--- config.mk ---
export PLATFORM = sky130hd
export DESIGN_NAME = wrs_top
export DESIGN_NICKNAME = d
export VERILOG_FILES = /design/src/hw/wrs_pkg.sv /design/src/hw/wrs_port_if.sv /design/src/hw/wrs_port_gate.sv /design/src/hw/wrs_top.sv
export SDC_FILE = /design/constraint.sdc
export NUM_CORES = 1
export LEC_CHECK = 0
export ABC_AREA = 1
export BUFFER_PORTS_ARGS = -buffer_cell sky130_fd_sc_hd__buf_2
export CAP_MARGIN = 20
export CORE_ASPECT_RATIO = 0.7
export CORE_UTILIZATION = 51
export DETAILED_ROUTE_END_ITERATION = 8
export PLACE_DENSITY = 0.85
export SLEW_MARGIN = 25
export SYNTH_ARGS = -nofsm -noshare
export SYNTH_HDL_FRONTEND = slang
export SYNTH_SLANG_ARGS = --single-unit
--- constraint.sdc ---
create_clock -name clock -period 5 [get_ports clock]
set_clock_uncertainty 0.15 [all_clocks]
set_input_delay 0 -clock clock [delete_from_list [all_inputs] [get_ports clock]]
set_output_delay 0 -clock clock [all_outputs]
set_load 0.1 [all_outputs]
--- src/hw/wrs_pkg.sv ---
// wake-up / reset state logic: constants and types
package wrs_pkg;
	localparam int          PC_W          = 21;
	localparam int          SP_W          = 5;
	localparam int          OSC_W         = 4;
	localparam logic [20:0] PC_RESET      = 21'h000000;
	localparam logic [20:0] VEC_HIGH      = 21'h000008;
	localparam logic [20:0] VEC_LOW       = 21'h000018;
	localparam logic [4:0]  SP_RESET      = 5'h00;
	localparam int          PA_BIT6       = 6;
	localparam logic [7:0]  PA_MASK_OFF   = 8'hbf;
	localparam logic [7:0]  PA_LAT_RESET  = 8'h00;
	localparam logic [7:0]  PA_DIR_RESET  = 8'h7f;
	localparam logic [3:0]  OSC_EXT_CLOCK_IO_OSC_MODE      = 4'h5;
	localparam logic [3:0]  OSC_RC_IO_OSC_MODE      = 4'h7;

	typedef enum logic [1:0] {
		WRS_EV_NONE,
		WRS_EV_POR,
		WRS_EV_RST,
		WRS_EV_WAKE
	} wrs_event_e;
endpackage

--- src/hw/wrs_port_if.sv ---
// carrier between the sequencer and the port a bit-6 gate
`timescale 1ns/100ps
interface wrs_port_if;
	logic [3:0] osc_mode;
	logic       bit6_present;
	logic [7:0] pins_raw;
	logic [7:0] latch_raw;
	logic [7:0] dir_raw;
	logic [7:0] pins_rd;
	logic [7:0] latch_rd;
	logic [7:0] dir_rd;
	modport core (output osc_mode, bit6_present, pins_raw, latch_raw, dir_raw,
		input pins_rd, latch_rd, dir_rd);
	modport gate (input osc_mode, bit6_present, pins_raw, latch_raw, dir_raw,
		output pins_rd, latch_rd, dir_rd);
endinterface

--- src/hw/wrs_port_gate.sv ---
// port a read gating for bit 6
`timescale 1ns/100ps
module wrs_port_gate (
	wrs_port_if.gate p
);
	logic       bit6_on;
	logic [7:0] mask;

	// ----------------------------------------
	// bit-6 enable
	// ----------------------------------------
	always_comb begin
		bit6_on = p.bit6_present && ((p.osc_mode == wrs_pkg::OSC_EXT_CLOCK_IO_OSC_MODE) ||
			(p.osc_mode == wrs_pkg::OSC_RC_IO_OSC_MODE));
		mask = bit6_on ? 8'hff : wrs_pkg::PA_MASK_OFF;
		p.pins_rd  = p.pins_raw & mask;
		p.latch_rd = p.latch_raw & mask;
		p.dir_rd   = p.dir_raw & mask;
	end
endmodule

--- src/hw/wrs_top.sv ---
// wake-up and reset state sequencer of the core
`timescale 1ns/100ps
module wrs_top #(
	parameter logic BIT6_PRESENT = 1'b1
) (
	// clock, reset, enable
	input  wire logic        clock,
	input  wire logic        rst_n,
	input  wire logic        clk_en,
	// reset and wake sources, one-cycle pulses, plus the irq_wake_high vector select level
	input  wire logic        por_bor_evt,
	input  wire logic        ext_reset_evt,
	input  wire logic        wdt_reset_evt,
	input  wire logic        reset_instr_evt,
	input  wire logic        stack_reset_evt,
	input  wire logic        wdt_wake_evt,
	input  wire logic        irq_wake_evt,
	input  wire logic        irq_wake_high,
	// core state
	input  wire logic        sleeping,
	input  wire logic [20:0] current_pc,
	input  wire logic        low_prio_global_irq_enable,
	input  wire logic        high_prio_global_irq_enable,
	// port a
	input  wire logic [3:0]  osc_mode,
	input  wire logic [7:0]  port_a_pins,
	input  wire logic        port_a_latch_we,
	input  wire logic [7:0]  port_a_latch_wdata,
	input  wire logic        port_a_direction_we,
	input  wire logic [7:0]  port_a_direction_wdata,
	// results
	output logic      [20:0] pc_out,
	output logic             pc_load,
	output logic      [7:0]  stack_top_upper,
	output logic      [7:0]  stack_top_high,
	output logic      [7:0]  stack_top_low,
	output logic      [4:0]  stack_pointer_reg,
	output logic             wake_cause_set,
	output logic             wake_by_wdt,
	output logic      [1:0]  last_event,
	output logic      [7:0]  port_a_pins_rd,
	output logic      [7:0]  port_a_latch_rd,
	output logic      [7:0]  port_a_direction_rd
);
	typedef struct packed {
		logic [20:0] pc;
		logic        pc_load;
		logic [7:0]  tos_u;
		logic [7:0]  tos_h;
		logic [7:0]  tos_l;
		logic [4:0]  sp;
		logic        cause;
		logic        by_wdt;
		wrs_pkg::wrs_event_e ev;
		logic [7:0]  latch;
		logic [7:0]  dir;
		logic [7:0]  pins_rd;
		logic [7:0]  latch_rd;
		logic [7:0]  dir_rd;
	} wrs_state_s;

	logic [1:0] rst_sync_ff;
	logic       rst_q_n;
	wrs_state_s st_ff;
	wrs_state_s nxt_st;
	logic       other_rst;
	logic       wake_any;
	logic       vector_go;
	logic [20:0] vec;

	wrs_port_if pif ();

	// ----------------------------------------
	// reset release
	// ----------------------------------------
	// release is synchronised so every st_ff flop leaves reset on the same edge
	always_ff @(posedge clock or negedge rst_n) begin
		if (!rst_n) begin
			rst_sync_ff <= 2'h0;
		end else begin
			rst_sync_ff <= {rst_sync_ff[0], 1'b1};
		end
	end
	assign rst_q_n = rst_sync_ff[1];

	// ----------------------------------------
	// port gate
	// ----------------------------------------
	assign pif.osc_mode     = osc_mode;
	assign pif.bit6_present = BIT6_PRESENT;
	assign pif.pins_raw     = port_a_pins;
	assign pif.latch_raw    = st_ff.latch;
	assign pif.dir_raw      = st_ff.dir;

	wrs_port_gate u_gate (
		.p (pif.gate)
	);

	// ----------------------------------------
	// next state
	// ----------------------------------------
	always_comb begin
		nxt_st    = st_ff;
		other_rst = ext_reset_evt | wdt_reset_evt | reset_instr_evt | stack_reset_evt;
		wake_any  = sleeping & (wdt_wake_evt | irq_wake_evt);
		vector_go = sleeping & irq_wake_evt &
			(low_prio_global_irq_enable | high_prio_global_irq_enable);
		vec = irq_wake_high ? wrs_pkg::VEC_HIGH : wrs_pkg::VEC_LOW;
		nxt_st.pc_load  = 1'b0;
		nxt_st.pins_rd  = pif.pins_rd;
		nxt_st.latch_rd = pif.latch_rd;
		nxt_st.dir_rd   = pif.dir_rd;
		if (port_a_latch_we) begin
			nxt_st.latch = port_a_latch_wdata;
		end
		if (port_a_direction_we) begin
			nxt_st.dir = port_a_direction_wdata;
		end
		// priority: power-on beats other resets beats wake-up
		if (por_bor_evt) begin
			nxt_st.ev      = wrs_pkg::WRS_EV_POR;
			nxt_st.pc      = wrs_pkg::PC_RESET;
			nxt_st.pc_load = 1'b1;
			nxt_st.sp      = wrs_pkg::SP_RESET;
			nxt_st.cause   = 1'b0;
			nxt_st.by_wdt  = 1'b0;
			nxt_st.latch   = wrs_pkg::PA_LAT_RESET;
			nxt_st.dir     = wrs_pkg::PA_DIR_RESET;
		end else if (other_rst) begin
			nxt_st.ev      = wrs_pkg::WRS_EV_RST;
			nxt_st.pc      = wrs_pkg::PC_RESET;
			nxt_st.pc_load = 1'b1;
			nxt_st.dir     = wrs_pkg::PA_DIR_RESET;
			// stack pointer, latch and tos bytes are left unchanged here
		end else if (wake_any) begin
			nxt_st.ev     = wrs_pkg::WRS_EV_WAKE;
			nxt_st.cause  = 1'b1;
			nxt_st.by_wdt = wdt_wake_evt & ~irq_wake_evt;
			if (vector_go) begin
				nxt_st.pc      = vec;
				nxt_st.pc_load = 1'b1;
				nxt_st.tos_u   = {3'h0, current_pc[20:16]};
				nxt_st.tos_h   = current_pc[15:8];
				nxt_st.tos_l   = current_pc[7:0];
				nxt_st.sp      = st_ff.sp + 5'h01;
			end
			// other fields keep their value across the wake-up
		end
	end

	always_ff @(posedge clock or negedge rst_q_n) begin
		if (!rst_q_n) begin
			st_ff <= '0;
			st_ff.dir <= wrs_pkg::PA_DIR_RESET;
			st_ff.dir_rd <= wrs_pkg::PA_DIR_RESET & wrs_pkg::PA_MASK_OFF;
		end else if (clk_en) begin
			st_ff <= nxt_st;
		end
	end

	// ----------------------------------------
	// outputs
	// ----------------------------------------
	assign pc_out              = st_ff.pc;
	assign pc_load             = st_ff.pc_load;
	assign stack_top_upper     = st_ff.tos_u;
	assign stack_top_high      = st_ff.tos_h;
	assign stack_top_low       = st_ff.tos_l;
	assign stack_pointer_reg   = st_ff.sp;
	assign wake_cause_set      = st_ff.cause;
	assign wake_by_wdt         = st_ff.by_wdt;
	assign last_event          = st_ff.ev;
	assign port_a_pins_rd      = st_ff.pins_rd;
	assign port_a_latch_rd     = st_ff.latch_rd;
	assign port_a_direction_rd = st_ff.dir_rd;
endmodule

==> summary.txt <==
Fin. Hold Viols = 0
Area Overhead vs Synth = 45.3%
num rows = 24
drt first pass iters = 5
Core ar. = 0.00628 mm2
Worst R2R Path Depth = 3
H-tree levels = 3
Routed Antenna Nets = 0
post-route DRC violation count = 0
initial antenna violation count = 1
Hold Path Origin = high_prio_global_irq_enable
crit share post-route = 63.5%
Routed WL per cell = 13.9 um
Worst Setup SP = clk_en
Hold Path Depth = 7
CP max stage delay = 590 ps
DR vias/cell = 4.93
crit path time final = 3170 ps
fmax = 0.315 GHz
Worst setup EP type = flip-flop
number of global-route vias before repair = 3075
gr ovfl total = 0
RSZ-0062 raised after global routing = false
WHS = 15.1 ps
Hold WC Path Type = in2reg
Yosys reg bits = 75
clk slew on worst S/H paths = 70 ps
Post-Route WL = 9.13 mm
root buffer cell = clkbuf_8
YS warnings = 0
worst reg2reg path startpoint = pif.dir_raw[6]
Most common cell on crit path = dlygate4sd3_1
vias = 3242
Power Density = 339 mW/mm2
DIE AREA = 0.00687 mm2
Tot GR Track Use = 28.2%
pins over their slew limit = 0
Leak = 2.70 nW
Peak supply drop = 0.209 mV
Mean Syn Cell Area = 8.84 um2
Cells after Synth = 377
Chip Height = 69.6 um
GPL Wtd Cong = 0.819
Placed Instances = 560
CP max FO = 36
max cap viols = 0
Critical Path Sink = pif.latch_raw[7]
CP Launch Type = primary input
FF-to-FF End = pif.dir_raw[6]
TNS Setup = 0 ps
first-pass GRT wire length = 14.8 mm
largest net degree at the start of global routing = 74
Nets = 639
Initial Util = 53.1%
Slew headroom = 38.4%
status = finished, final reports clean
CTS sink count = 75
worst slew pin tran = 924 ps
worst skew pair latency = 330 ps
mapped cell area = 0.00333 mm2
FF-to-FF setup slack = 3460 ps
clock tree buffer depth = 2
Final HPWL DP = 4.89 mm
Critical Path RT = 5110 ps
crit-path cells = dlygate4sd3_1 > buf_2 > inv_2 > nor2_2 > nand3_1 > dlygate4sd3_1 > nand2_1 > dlygate4sd3_1
CTS Buf Count = 9
# resized after CTS = 0
sequential share of the synthesized area = 56.8%
IO Pins = 144
endpoints failing setup = 0
die width = 98.6 um
non-filler instance count after layout = 657
Synth cell types = 29
crit path kind = in2reg
IO Port Bufs = 120
slowest CP cell = dlygate4sd3_1
Critical Path AT = 3290 ps
CTS tree = done
share of cells above drive strength 1 = 27.9%
DRT iter0 DRCs = 168
==> stage by stage <==
stage	total power [mW]	worst slack, ps	utilization (%)	instance area (um2)
final	1.64	1830	77.1	4840
after global routing	1.71	1630	77.1	4840
after CTS	1.64	1930	77.1	4840
after detailed placement	1.15	2870	61.4	3850
after global placement	1.15	2900	61.4	3850
after floorplan	1.09	2630	-	3410
==> cell usage after synthesis, drive strengths merged <==
library cell  instances  area (um2)
xnor2                 1        8.76
dfrtp                62        1550
o211ai                1        7.51
buf                  32         243
or2                   1        6.26
a21oi                 1        5.00
nor2                 19         103
dfstp                13         342
nand2               163         624
o21ai                20         111
nand4                 2        12.5
clkbuf                4        18.8
conb                  2        7.51
ha                    1        12.5
nand3                45         238
inv                   9        33.8
nand3b                1        7.51
==> area by class of cell <==
class | instances | area, um2
Multi-Input combinational cell | 278 | 1220
Antenna cell | 1 | 2.50
Tap cell | 78 | 97.6
Timing Repair Buffer | 200 | 1400
Sequential cell | 75 | 1900
Clock inverter | 5 | 55.1
Clock buffer | 11 | 131
Inverter | 9 | 33.8
Fill cell | 444 | 1440
==> worst max-delay path: cells and delay by family <==
family                 cells  cell delay (ps)
buffers and inverters      5             2640
and+or+nand+nor            3              630
==> report_power, final <==
group	switching [mW]	internal, mW	total, mW	leakage, nW
sequential	0.0364	0.657	0.694	0.959
combinational	0.401	0.105	0.506	1.65
clock	0.215	0.229	0.444	0.0893
==> cell usage in the layout (no fill, tap or decap) <==
cell type / instances
o21ai_0: 18
nor2_1: 14
dfstp_2: 13
a21oi_1: 1
clkbuf_1: 2
or2_2: 1
nand2_2: 2
o21ai_1: 1
clkbuf_8: 9
nand2_4: 1
inv_2: 2
nor2_2: 3
inv_1: 7
bufinv_16: 1
clkinv_2: 2
diode_2: 1
dfrtp_4: 1
nand3_4: 1
nand4_1: 2
xnor2_1: 1
nand3b_1: 1
nand3_1: 44
o21ai_4: 1
conb_1: 23
nor2_4: 1
dfrtp_1: 61
ha_1: 1
nand2_1: 160
clkinvlp_4: 2
nor2_8: 1
dlygate4sd3_1: 80
buf_2: 120
o211ai_1: 1
==> timing repair <==
item                                    in CTS  in global routing
hold buffers                                80                  0
endpoints found under the setup margin       0                  0
hold endpoints to repair                    60                  0
buffers inserted                             0                  0
==> cells by family after synthesis <==
group / Yosys count / share of synthesized area (%)
AO/OA/AOI/OAI: 22 / 3.72
XOR/XNOR: 1 / 0.263
adder cells (fa/ha/maj): 1 / 0.375
buffers and inverters: 45 / 8.86
flip-flops: 75 / 56.8
other: 2 / 0.225
AND/OR/NAND/NOR: 231 / 29.7
==> how the worst min path moves through the flow <==
stage / endpoint / slack, ps
2_1_floorplan: rst_sync_ff[0] / -450
3_3_place_gp: rst_sync_ff[0] / -370
3_5_place_dp: rst_sync_ff[0] / -360
4_1_cts: stack_pointer_reg[2] / 0.3
5_1_grt: last_event[1] / 40
6_report: stack_pointer_reg[2] / 20
==> layer usage <==
| metal | vias to the layer above | global-route usage, % | wire [um] |
|---|---|---|---|
| li1 | 1546 | - | - |
| met1 | 1548 | 33.4 | 3660 |
| met2 | 120 | 50.2 | 4740 |
| met3 | 28 | 4.64 | 396 |
| met4 | 0 | 13.6 | 324 |
| met5 | - | 0 | 0 |
(Power assumes the default switching activity.)
